### src/include/rx_regs_pkg.sv
package rx_regs_pkg;

    // ***************************************************
    // Bus geometry and register indices (byte address = 4 x index)
    // ***************************************************
    localparam int ADDR_W = 8;
    localparam int DATA_W = 32;
    localparam logic [5:0] IDX_OOK_PEAK = 6'h1B;
    localparam logic [5:0] IDX_OOK_AVG = 6'h1C;
    localparam logic [5:0] IDX_OOK_FIX = 6'h1D;
    localparam logic [5:0] IDX_CORR_CTRL = 6'h1E;
    localparam logic [5:0] IDX_CORR_HIGH = 6'h1F;
    localparam logic [5:0] IDX_CORR_LOW = 6'h20;
    localparam logic [5:0] IDX_ERR_HIGH = 6'h21;
    localparam logic [5:0] IDX_ERR_LOW = 6'h22;
    localparam logic [5:0] IDX_STR_CTRL = 6'h23;
    localparam logic [5:0] IDX_STR_RESULT = 6'h24;
    localparam logic [5:0] IDX_IRQ_STATUS = 6'h30;
    localparam logic [5:0] IDX_IRQ_MASK = 6'h31;

    // ***************************************************
    // Field positions
    // ***************************************************
    localparam int TYPE_LSB = 6;
    localparam int STEP_LSB = 3;
    localparam int PERIOD_LSB = 0;
    localparam int AVG_LSB = 6;
    localparam int ERR_DONE_BIT = 6;
    localparam int ERR_TRIG_BIT = 5;
    localparam int CORR_DONE_BIT = 4;
    localparam int AUTOZERO_BIT = 3;
    localparam int AUTO_BIT = 2;
    localparam int ZERO_CMD_BIT = 1;
    localparam int CORR_TRIG_BIT = 0;
    localparam int STR_DONE_BIT = 1;
    localparam int STR_TRIG_BIT = 0;
    localparam int IRQ_CORR = 0;
    localparam int IRQ_ERROR = 1;
    localparam int IRQ_STRENGTH = 2;
    localparam int IRQ_W = 3;

    // ***************************************************
    // Reset values
    // ***************************************************
    localparam logic [1:0] RST_TYPE = 2'h1;
    localparam logic [2:0] RST_STEP = 3'h0;
    localparam logic [2:0] RST_PERIOD = 3'h0;
    localparam logic [1:0] RST_AVG = 2'h2;
    localparam logic [7:0] RST_FIXED = 8'h06;
    localparam logic [15:0] RST_CORR = 16'h0000;
    localparam logic [15:0] RST_ERROR = 16'h0000;
    localparam logic [7:0] RST_STRENGTH = 8'hFF;

    // ***************************************************
    // Timing: sub-chip tick rate
    // ***************************************************
    localparam logic [4:0] SUB_TICKS_PER_CHIP = 5'h10;

    // ***************************************************
    // Types
    // ***************************************************
    typedef enum logic [1:0] {
        THR_FIXED = 2'b00,
        THR_PEAK = 2'b01,
        THR_AVERAGE = 2'b10,
        THR_RESERVED = 2'b11
    } thresh_type_t;

    typedef enum logic [1:0] {
        CORR_IDLE = 2'b01,
        CORR_BUSY = 2'b10
    } corr_state_t;

    typedef struct packed {
        logic finish;
        logic [15:0] value;
    } word_result_t;

    typedef struct packed {
        logic finish;
        logic [7:0] value;
    } byte_result_t;

    // Decrement size in half-dB units for each step code
    function automatic logic [8:0] step_half_db(input logic [2:0] code);
        logic [8:0] s;
        s = 9'h001;
        case (code)
            3'h0: s = 9'h001;
            3'h1: s = 9'h002;
            3'h2: s = 9'h003;
            3'h3: s = 9'h004;
            3'h4: s = 9'h006;
            3'h5: s = 9'h008;
            3'h6: s = 9'h00A;
            default: s = 9'h00C;
        endcase
        return s;
    endfunction

endpackage

### src/hdl/rx_threshold_afc_rssi_regs.sv
// Added by the designer: register access over APB.
`timescale 1ns/1ps
`default_nettype none

module rx_threshold_afc_rssi_regs (
    // Clock and reset
    input wire logic clk_i,
    input wire logic rstn_i,
    // APB slave
    input wire logic psel_i,
    input wire logic penable_i,
    input wire logic pwrite_i,
    input wire logic [rx_regs_pkg::ADDR_W-1:0] paddr_i,
    input wire logic [rx_regs_pkg::DATA_W-1:0] pwdata_i,
    output logic [rx_regs_pkg::DATA_W-1:0] prdata_o,
    output logic pready_o,
    output logic pslverr_o,
    // Radio state and slicer timing
    input wire logic rx_mode_i,
    input wire logic chip_tick_i,
    input wire logic sub_tick_i,
    input wire logic [7:0] slice_level_i,
    output logic [8:0] slicer_threshold_o,
    // Measurement engines
    output logic corr_start_o,
    input wire rx_regs_pkg::word_result_t corr_result_i,
    output logic [15:0] correction_value_o,
    output logic error_start_o,
    input wire rx_regs_pkg::word_result_t error_result_i,
    output logic strength_start_o,
    input wire rx_regs_pkg::byte_result_t strength_result_i,
    // Interrupt
    output logic irq_o
);
    import rx_regs_pkg::*;

    // ***************************************************
    // Register state
    // ***************************************************
    thresh_type_t slicer_threshold_type, next_slicer_threshold_type;
    logic [2:0] peak_decrement_step, next_peak_decrement_step;
    logic [2:0] peak_decrement_period, next_peak_decrement_period;
    logic [1:0] average_filter_coeff, next_average_filter_coeff;
    logic [7:0] fixed_slicer_level, next_fixed_slicer_level;
    logic correction_autozero, next_correction_autozero;
    logic correction_on_rx_entry, next_correction_on_rx_entry;
    corr_state_t corr_state, next_corr_state;
    logic [15:0] correction_result, next_correction_result;
    logic error_measure_done, next_error_measure_done;
    logic [15:0] freq_error_result, next_freq_error_result;
    logic strength_done, next_strength_done;
    logic [7:0] strength_level, next_strength_level;
    logic [IRQ_W-1:0] irq_status, next_irq_status;
    logic [IRQ_W-1:0] irq_mask, next_irq_mask;
    logic [IRQ_W-1:0] irq_seen, next_irq_seen;
    logic rx_prev;
    logic [DATA_W-1:0] next_prdata;
    logic next_pready, next_pslverr, next_irq;
    logic next_corr_start, next_error_start, next_strength_start;
    logic setup, access, wr, rd, hit, rx_rise, corr_go;
    logic [5:0] idx;
    logic [7:0] rd_byte;
    logic [IRQ_W-1:0] events;

    assign idx = paddr_i[ADDR_W-1:2];
    assign setup = psel_i && !penable_i;
    assign access = psel_i && penable_i && pready_o;
    assign wr = access && pwrite_i && !pslverr_o;
    assign rd = access && !pwrite_i && !pslverr_o;
    assign rx_rise = rx_mode_i && !rx_prev;

    // ***************************************************
    // Register file, measurement control and APB answer
    // ***************************************************

    // Next values of the register group
    always_comb begin
        next_slicer_threshold_type = slicer_threshold_type;
        next_peak_decrement_step = peak_decrement_step;
        next_peak_decrement_period = peak_decrement_period;
        next_average_filter_coeff = average_filter_coeff;
        next_fixed_slicer_level = fixed_slicer_level;
        next_correction_autozero = correction_autozero;
        next_correction_on_rx_entry = correction_on_rx_entry;
        next_corr_state = corr_state;
        next_correction_result = correction_result;
        next_error_measure_done = error_measure_done;
        next_freq_error_result = freq_error_result;
        next_strength_done = strength_done;
        next_strength_level = strength_level;
        next_irq_mask = irq_mask;
        next_irq_seen = irq_seen;
        next_prdata = prdata_o;
        next_pready = 1'b0;
        next_pslverr = 1'b0;
        next_corr_start = 1'b0;
        next_error_start = 1'b0;
        next_strength_start = 1'b0;
        corr_go = 1'b0;
        events = '0;
        hit = 1'b1;
        rd_byte = 8'h00;
        // Read multiplexer; unused bits and trigger bits read zero
        unique case (idx)
            IDX_OOK_PEAK: rd_byte = {slicer_threshold_type, peak_decrement_step, peak_decrement_period};
            IDX_OOK_AVG: rd_byte = {average_filter_coeff, 6'h00};
            IDX_OOK_FIX: rd_byte = fixed_slicer_level;
            IDX_CORR_CTRL: rd_byte = {1'b0, error_measure_done, 1'b0, corr_state == CORR_IDLE,
                                      correction_autozero, correction_on_rx_entry, 2'b00};
            IDX_CORR_HIGH: rd_byte = correction_result[15:8];
            IDX_CORR_LOW: rd_byte = correction_result[7:0];
            IDX_ERR_HIGH: rd_byte = freq_error_result[15:8];
            IDX_ERR_LOW: rd_byte = freq_error_result[7:0];
            IDX_STR_CTRL: rd_byte = {6'h00, strength_done, 1'b0};
            IDX_STR_RESULT: rd_byte = strength_level;
            IDX_IRQ_STATUS: rd_byte = {5'h00, irq_status};
            IDX_IRQ_MASK: rd_byte = {5'h00, irq_mask};
            default: hit = 1'b0;
        endcase
        // Setup phase: capture answer, ready in the access phase
        if (setup) begin
            next_pready = 1'b1;
            next_pslverr = !hit || (paddr_i[1:0] != 2'b00);
            next_prdata = {24'h000000, rd_byte};
            next_irq_seen = (idx == IDX_IRQ_STATUS && !pwrite_i) ? irq_status : '0;
        end
        // Measurement completions
        if (corr_state == CORR_BUSY && corr_result_i.finish) begin
            next_correction_result = corr_result_i.value;
            next_corr_state = CORR_IDLE;
            events[IRQ_CORR] = 1'b1;
        end
        if (!error_measure_done && error_result_i.finish) begin
            next_freq_error_result = error_result_i.value;
            next_error_measure_done = 1'b1;
            events[IRQ_ERROR] = 1'b1;
        end
        if (!strength_done && strength_result_i.finish) begin
            next_strength_level = strength_result_i.value;
            next_strength_done = 1'b1;
            events[IRQ_STRENGTH] = 1'b1;
        end
        // Register writes; trigger and zero bits act and are not stored
        if (wr) begin
            unique case (idx)
                IDX_OOK_PEAK: begin
                    next_slicer_threshold_type = thresh_type_t'(pwdata_i[TYPE_LSB +: 2]);
                    next_peak_decrement_step = pwdata_i[STEP_LSB +: 3];
                    next_peak_decrement_period = pwdata_i[PERIOD_LSB +: 3];
                end
                IDX_OOK_AVG: next_average_filter_coeff = pwdata_i[AVG_LSB +: 2];
                IDX_OOK_FIX: next_fixed_slicer_level = pwdata_i[7:0];
                IDX_CORR_CTRL: begin
                    next_correction_autozero = pwdata_i[AUTOZERO_BIT];
                    next_correction_on_rx_entry = pwdata_i[AUTO_BIT];
                    if (pwdata_i[CORR_TRIG_BIT]) begin
                        corr_go = 1'b1;
                    end
                    if (pwdata_i[ERR_TRIG_BIT]) begin
                        next_error_start = 1'b1;
                        next_error_measure_done = 1'b0;
                    end
                end
                IDX_STR_CTRL: begin
                    if (pwdata_i[STR_TRIG_BIT]) begin
                        next_strength_start = 1'b1;
                        next_strength_done = 1'b0;
                    end
                end
                IDX_IRQ_MASK: next_irq_mask = pwdata_i[IRQ_W-1:0];
                default: ;
            endcase
        end
        // Entry into receive mode starts a correction when enabled
        if (rx_rise && correction_on_rx_entry) begin
            corr_go = 1'b1;
        end
        if (corr_go) begin
            next_corr_start = 1'b1;
            next_corr_state = CORR_BUSY;
            if (correction_on_rx_entry && correction_autozero) begin
                next_correction_result = RST_CORR;
            end
        end
        // Zero command only counts while receiving
        if (wr && idx == IDX_CORR_CTRL && pwdata_i[ZERO_CMD_BIT] && rx_mode_i) begin
            next_correction_result = RST_CORR;
        end
        // Sticky status: read clears only what was shown, new events win
        next_irq_status = (irq_status & ~(rd && idx == IDX_IRQ_STATUS ? irq_seen : '0)) | events;
        next_irq = |(next_irq_status & next_irq_mask);
    end

    // Register group flip-flops
    always_ff @(posedge clk_i) begin
        if (!rstn_i) begin
            slicer_threshold_type <= thresh_type_t'(RST_TYPE);
            peak_decrement_step <= RST_STEP;
            peak_decrement_period <= RST_PERIOD;
            average_filter_coeff <= RST_AVG;
            fixed_slicer_level <= RST_FIXED;
            correction_autozero <= 1'b0;
            correction_on_rx_entry <= 1'b0;
            corr_state <= CORR_IDLE;
            correction_result <= RST_CORR;
            error_measure_done <= 1'b0;
            freq_error_result <= RST_ERROR;
            strength_done <= 1'b1;
            strength_level <= RST_STRENGTH;
            irq_status <= '0;
            irq_mask <= '0;
            irq_seen <= '0;
            rx_prev <= 1'b0;
            prdata_o <= '0;
            pready_o <= 1'b0;
            pslverr_o <= 1'b0;
            corr_start_o <= 1'b0;
            error_start_o <= 1'b0;
            strength_start_o <= 1'b0;
            irq_o <= 1'b0;
        end else begin
            slicer_threshold_type <= next_slicer_threshold_type;
            peak_decrement_step <= next_peak_decrement_step;
            peak_decrement_period <= next_peak_decrement_period;
            average_filter_coeff <= next_average_filter_coeff;
            fixed_slicer_level <= next_fixed_slicer_level;
            correction_autozero <= next_correction_autozero;
            correction_on_rx_entry <= next_correction_on_rx_entry;
            corr_state <= next_corr_state;
            correction_result <= next_correction_result;
            error_measure_done <= next_error_measure_done;
            freq_error_result <= next_freq_error_result;
            strength_done <= next_strength_done;
            strength_level <= next_strength_level;
            irq_status <= next_irq_status;
            irq_mask <= next_irq_mask;
            irq_seen <= next_irq_seen;
            rx_prev <= rx_mode_i;
            prdata_o <= next_prdata;
            pready_o <= next_pready;
            pslverr_o <= next_pslverr;
            corr_start_o <= next_corr_start;
            error_start_o <= next_error_start;
            strength_start_o <= next_strength_start;
            irq_o <= next_irq;
        end
    end

    assign correction_value_o = correction_result;

    // ***************************************************
    // Slicer threshold
    // ***************************************************
    logic [3:0] dec_count, next_dec_count;
    logic [8:0] next_threshold;
    logic [15:0] avg_acc, next_avg_acc;
    logic dec_tick, tick_src;
    logic [3:0] dec_limit;
    logic [8:0] step, level9, floor9;
    logic [16:0] diff;
    logic [2:0] shift;

    // Next values of the slicer group
    always_comb begin
        level9 = {1'b0, slice_level_i};
        floor9 = {fixed_slicer_level, 1'b0};
        step = step_half_db(peak_decrement_step);
        // Chip-based periods for codes 0..3, sub-chip periods for 4..7
        if (!peak_decrement_period[2]) begin
            tick_src = chip_tick_i;
            dec_limit = 4'((5'h01 << peak_decrement_period[1:0]) - 5'h01);
        end else begin
            tick_src = sub_tick_i;
            // Shift amount widened so code 7 gives 16 >> 4 instead of wrapping to 16 >> 0
            dec_limit = 4'((SUB_TICKS_PER_CHIP >> ({1'b0, peak_decrement_period[1:0]} + 3'h1)) - 5'h01);
        end
        dec_tick = tick_src && (dec_count == dec_limit);
        next_dec_count = dec_count;
        if (tick_src) begin
            next_dec_count = dec_tick ? 4'h0 : dec_count + 4'h1;
        end
        // Averaging shift per cutoff code
        unique case (average_filter_coeff)
            2'h0: shift = 3'h5;
            2'h1: shift = 3'h3;
            2'h2: shift = 3'h2;
            default: shift = 3'h1;
        endcase
        diff = {1'b0, level9, 7'h00} - {1'b0, avg_acc};
        next_avg_acc = avg_acc;
        if (sub_tick_i) begin
            next_avg_acc = 16'($signed(diff) >>> shift) + avg_acc;
        end
        next_threshold = slicer_threshold_o;
        unique case (slicer_threshold_type)
            THR_FIXED: next_threshold = floor9;
            THR_PEAK: begin
                if (level9 > slicer_threshold_o) begin
                    next_threshold = level9;
                end else if (dec_tick) begin
                    // Compared at ten bits so a high floor plus a large step cannot wrap
                    next_threshold = ({1'b0, slicer_threshold_o} > {1'b0, floor9} + {1'b0, step})
                        ? slicer_threshold_o - step : floor9;
                end
            end
            THR_AVERAGE: next_threshold = avg_acc[15:7];
            default: ; // Reserved code holds the threshold
        endcase
    end

    // Slicer group flip-flops
    always_ff @(posedge clk_i) begin
        if (!rstn_i) begin
            dec_count <= 4'h0;
            avg_acc <= 16'h0000;
            slicer_threshold_o <= 9'h000;
        end else begin
            dec_count <= next_dec_count;
            avg_acc <= next_avg_acc;
            slicer_threshold_o <= next_threshold;
        end
    end
endmodule // rx_threshold_afc_rssi_regs

`default_nettype wire

### config.mk
export PLATFORM = sky130hd
export DESIGN_NAME = rx_threshold_afc_rssi_regs
export DESIGN_NICKNAME = d
export VERILOG_FILES = /design/src/include/rx_regs_pkg.sv /design/src/hdl/rx_threshold_afc_rssi_regs.sv
export SDC_FILE = /design/constraint.sdc
export NUM_CORES = 1
export LEC_CHECK = 0
export ABC_AREA = 1
export BUFFER_PORTS_ARGS = -buffer_cell sky130_fd_sc_hd__buf_2
export CAP_MARGIN = 20
export CORE_AREA = 2 2 147 149
export CTS_CLUSTER_DIAMETER = 80
export DETAILED_ROUTE_END_ITERATION = 7
export DIE_AREA = 0 0 149 151
export REMOVE_ABC_BUFFERS = 1
export SLEW_MARGIN = 40
export SYNTH_ARGS = -nofsm -noshare
export SYNTH_HDL_FRONTEND = slang
export SYNTH_SLANG_ARGS = --single-unit
### constraint.sdc
create_clock -name clk_i -period 3.7 [get_ports clk_i]
set_input_delay 0.37 -clock clk_i [delete_from_list [all_inputs] [get_ports clk_i]]
set_output_delay 0.37 -clock clk_i [all_outputs]
set_load 0.05 [all_outputs]
# After elaboration in Yosys (flattened, before gate mapping)
# Cells that the tools add are included.
# Widths: inputs -> output; s select.
[word_totals] reg_bits=117 latchBits=0 mem_bits_rw=0 mem_bits_ro=0 inputBits=99 elab_cells=153 mem_count=0
[op_classes] add_sub_neg=8 multipliers=0 n_div=0 magnitude_cmp=2 eq_ne=26 shifts=3 muxes=38 bitwise_logic=5 n_reduce_logical=44
[ops] op="$pmux 8 s12" n=1
[ops] op="$mux 16" n=3
[ops] op="$eq 6x6->1 const B" n=7
[ops] op="$eq 6x5->1 const B" n=5
[ops] op="$pmux 4 s7" n=1
[ops] op="$mux 9" n=3
[ops] op="$pmux 9 s3" n=1
[ops] op="$mux 1" n=20
[ops] op="$logic_and 1x1->1" n=19
[ops] op="$sshr 17x3->16" n=1
[ops] op="$sub 15x16->17" n=1
[ops] op="$add 16x16->16" n=1
[ops] op="$mux 3" n=4
[ops] op="$reduce_and 2->1" n=6
[ops] op="$reduce_or 12->1" n=1
[ops] op="$add 9x9->10" n=1
[ops] op="$gt 9x10->1" n=1
[ops] op="$eq 3x3->1 const B" n=3
[ops] op="$gt 8x9->1" n=1
[ops] op="$pmux 3 s3" n=1
[ops] op="$sub 9x9->9" n=1
[ops] op="$mux 4" n=2
[ops] op="$sub 4x1->4 const B" n=2
[ops] op="$logic_not 1->1" n=7
[ops] op="23 further kinds" n=33

# Depth between registers and ports, before layout
[logic_depth] ltp_word=11 depth_mapped=26 mapped_depth_nobuf=26

# Least setup slack after synthesis
# Ideal clock, no wire load.
[synth_path] kind="register to register" from="register avg_acc[9]" to="register avg_acc[12]" setup_time_ns=0.109 arrival_time_ns=3.092 required_time_ns=3.591 slack_ns=0.499 path_stages_with_launch=22 synth_period_minus_slack_ns=3.201 path_cell_list="dfxtp_1 inv_1 ha_1 a21oi_1 and2_1 a22oi_1 or2_2 nand3_1 nand3_1 nand3_1 o21ai_0 ha_1 a21o_1 a31oi_1 o21ai_0 nand2_1 a21oi_1 nand3_1 nand3_1 nand3_1 nand2_1 inv_1"
[synth_between] elab_chain_len=3
[synth_rtl] element="start: declaration" line_no="rx_threshold_afc_rssi_regs.sv:256" source="logic [15:0] avg_acc, next_avg_acc;"
[synth_rtl] element="start signal: assignment" line_no="rx_threshold_afc_rssi_regs.sv:319" source="avg_acc <= next_avg_acc;"
[synth_rtl] element="$sub 15x16->17" line_no="rx_threshold_afc_rssi_regs.sv:289" source="diff = {1'b0, level9, 7'h00} - {1'b0, avg_acc};"
[synth_rtl] element="$sshr 17x3->16" line_no="rx_threshold_afc_rssi_regs.sv:292" source="next_avg_acc = 16'($signed(diff) >>> shift) + avg_acc;"
[synth_rtl] element="$add 16x16->16 *" line_no="rx_threshold_afc_rssi_regs.sv:292"
# Every way passes the cells marked *; elsewhere a longest branch is shown, timed or not.
# A chain may end at the register's enable or synchronous reset.

# Worst setup path in the final report
[layout_path] from="register avg_acc[0]" to="register avg_acc[10]"
# Same word-level chain as after synthesis.

==> flow_summary.toml <==
[pwr]
total_power_uw = 7580
p_seq_frac = 0.204
leakagePower_uw = 0.00456
p_clk_frac = 0.213
peakVddDrop_v = 0.000323
power.switching_fraction = 0.445
power.internal_uw = 4210
powerDensity_nw_per_um2 = 777
p_sw_uw = 3370
comb_power_share = 0.583

[final_layout]
final_core_util = 0.469
diodes = 0
syn_to_final_growth_pct = 22.2
finish.instance_area_um2 = 9760
nets = 1502
drive_above_1_share = 0.186

[floorplan]
dieHeight_um = 151
start_util = 0.384
die_x_um = 149
dieArea_um2 = 22500
core_um2 = 20800
rows = 53
ios = 162

[placement]
hpwlAfterDp_um = 18600
port_buffers = 113
placed_area_um2 = 8960
gp_congestion = 0.977

[setup_path]
end_kind = "flip-flop"
critPathArrivalTime_ns = 3.74
worstPathRequired_ns = 4.00
path_class = "flip-flop to flip-flop"
start_kind = "flip-flop"
crit_path_max_fanout = 2

[drt]
viasPerCell = 4.97
first_pass_iters = 6
wl_um = 24000
drc = 0
ant_nets = 0
drtIter0Drc = 559
wl_per_cell_um = 14.7
vias = 8120

[cts]
numCtsBuffers = 17
cts_tree = "yes"
clock_path_buffers = 2
clk_pin_slew_ns = 0.06
root_buffer = "clkbuf_16"
clkSinkCount = 117
cts.htree.levels = 4
clk_latency_ns = 0.42

[timing]
finalHoldViolCount = 0
clock.fmax_ghz = 0.290
finalSetupViolCount = 0
maxSlewHeadroom = 0.461
fin_crit_ns = 3.44
whs_ns = 0.162
drv_slew = 0
finalClockSkew_ns = 0.0147
finalCritPeriodShare = 0.931
tightest_slew_ns = 0.807

[grt]
grt_start_max_net_pins = 53
grt_pass1_wl_um = 38300
antenna_found_initial = 2
grt_pass1_vias = 7524
grt_usage = 0.215
overflow = 0

[yosys]
ys_top_cells_by_count = "nand2_1, inv_1, a21oi_1"
synth_top_area_frac = 0.293
synthesis.instances = 1205
avgSynthCellArea_um2 = 6.63
synth_edf_count = 0
ys_seq_elements = 117
yosysTopAreaCell = "dfxtp_1"
synth_warnings = 0
synth.distinct_cells = 51
synth_ff_type = "dfxtp_1"
synth_area_um2 = 7990
synthArstFlopShare = 0
yosysSeqAreaShare = 0.293
synth_most_common_cell = "nand2_1"
synth_area_leaders = "dfxtp_1, nand2_1, ha_1"

[status]
status = "completed"

[run]
cap_violations = 0

[min_path]
min_path_type = "input port to flip-flop"
-- layout by cell type (no fill, tap or decap), types with 5 or more instances in the layout --
cell	instances
a21oi_1	119
a21oi_2	11
a221oi_1	11
buf_2	113
buf_4	44
clkbuf_16	17
conb_1	24
dfxtp_1	112
dfxtp_2	5
ha_1	47
inv_1	136
inv_2	7
nand2_1	259
nand2_2	9
nand3_1	84
nand4_1	10
nor2_1	103
nor2_2	7
nor3_1	12
o2111ai_1	5
o211ai_1	8
o21ai_0	86
o21ai_1	14
o22ai_1	6
xnor2_1	7
xor2_1	27
-- critical path, cell delays in order (launching register included) --
cell and delay, ns:
dfxtp_1 0.31, inv_1 0.08, ha_2 0.19, nand2_1 0.09, nor2_2 0.14, nand2_1 0.09
nor2_2 0.12, xor2_1 0.20, mux2i_1 0.09, inv_1 0.09, nand2_1 0.07, o21ai_2 0.08
o21ai_1 0.10, ha_1 0.22, fa_1 0.40, nand3_1 0.10, nand2_2 0.08, a31oi_4 0.21
o21ai_2 0.08, nand2_1 0.08, a21oi_2 0.06, buf_4 0.13, xor2_1 0.15, o21ai_1 0.13
inv_1 0.05
-- power groups by stage --
stage	Sequential, uW	Combinational, uW	Clock [uW]
detailed placement	1570	3970	0
floorplan	1660	2700	0
finish	1550	4420	1620
global placement	1560	3950	0
CTS	1540	4000	1650
global route	1570	4990	1700
-- routing by layer --
layer / part of all wire / global-route usage
met3: 0.058 / 0.0470
met1: 0.48 / 0.292
met2: 0.45 / 0.348
met4: 0.012 / 0.0576
met5: 0.0010 / 0
-- cell families (layout without fill, tap and decap cells) --
group | after synthesis | after routing | synth area share
AOI/OAI and AO/OA | 286 | 286 | 0.199
xor gates and xnor gates | 35 | 35 | 0.0384
adders and majority gates | 57 | 57 | 0.0921
buffers and inverters | 205 | 335 | 0.109
DFF | 117 | 117 | 0.293
muxes | 2 | 2 | 0.00251
other | 1 | 24 | 0.000470
and+or+nand+nor | 502 | 502 | 0.266
-- registers in the layout (all words and copies together) (netlist names), 4 cells and up --
name and flops:
avg_acc 16, correction_value_o 16, dec_count 4, fixed_slicer_level 8, freq_error_result 16, prdata_o 8, slicer_threshold_o 9, strength_level 8
-- cell type report --
cell class	instances	area [um2]
clock buffers	19	443
inverters	147	552
well taps	275	344
flip-flops and latches	117	2350
multi-input cells	906	5050
repair buffers	157	896
clock inverters	12	129
fillers	2219	11100
-- per-stage QoR --
| step | TNS, ns | cells | setup slack, ns |
|---|---|---|---|
| after floorplan | 0 | 1170 | 0.382 |
| after global placement | -0.000693 | 1597 | -0.000693 |
| after detailed placement | -0.0149 | 1597 | -0.0149 |
| after CTS | 0 | 1628 | 0.0273 |
| after global routing | -0.0352 | 1633 | -0.0135 |
| final | 0 | 1633 | 0.256 |
-- path summary, 6_finish.rpt --
check / from / end / slack [ns] / cells after the start
hold / removal: strength_result_i[5] / strength_level[5]$_SDFFE_PN1P_ / 0.16 / 3
hold reg to reg: prdata_o[4]$_SDFFE_PN0P_ / prdata_o[4]$_SDFFE_PN0P_ / 0.46 / 2
setup reg to reg: avg_acc[0]$_SDFFE_PN0P_ / avg_acc[10]$_SDFFE_PN0P_ / 0.26 / 24
setup / recovery: avg_acc[0]$_SDFFE_PN0P_ / avg_acc[10]$_SDFFE_PN0P_ / 0.26 / 24
-- repair_timing --
item	4_1_cts	5_1_grt
gates resized for setup	1	56
setup endpoints to repair	2	10
pin swaps	0	19
buffers inserted	0	5
hold buffers	0	0
Power figures use the tool's default switching activity.
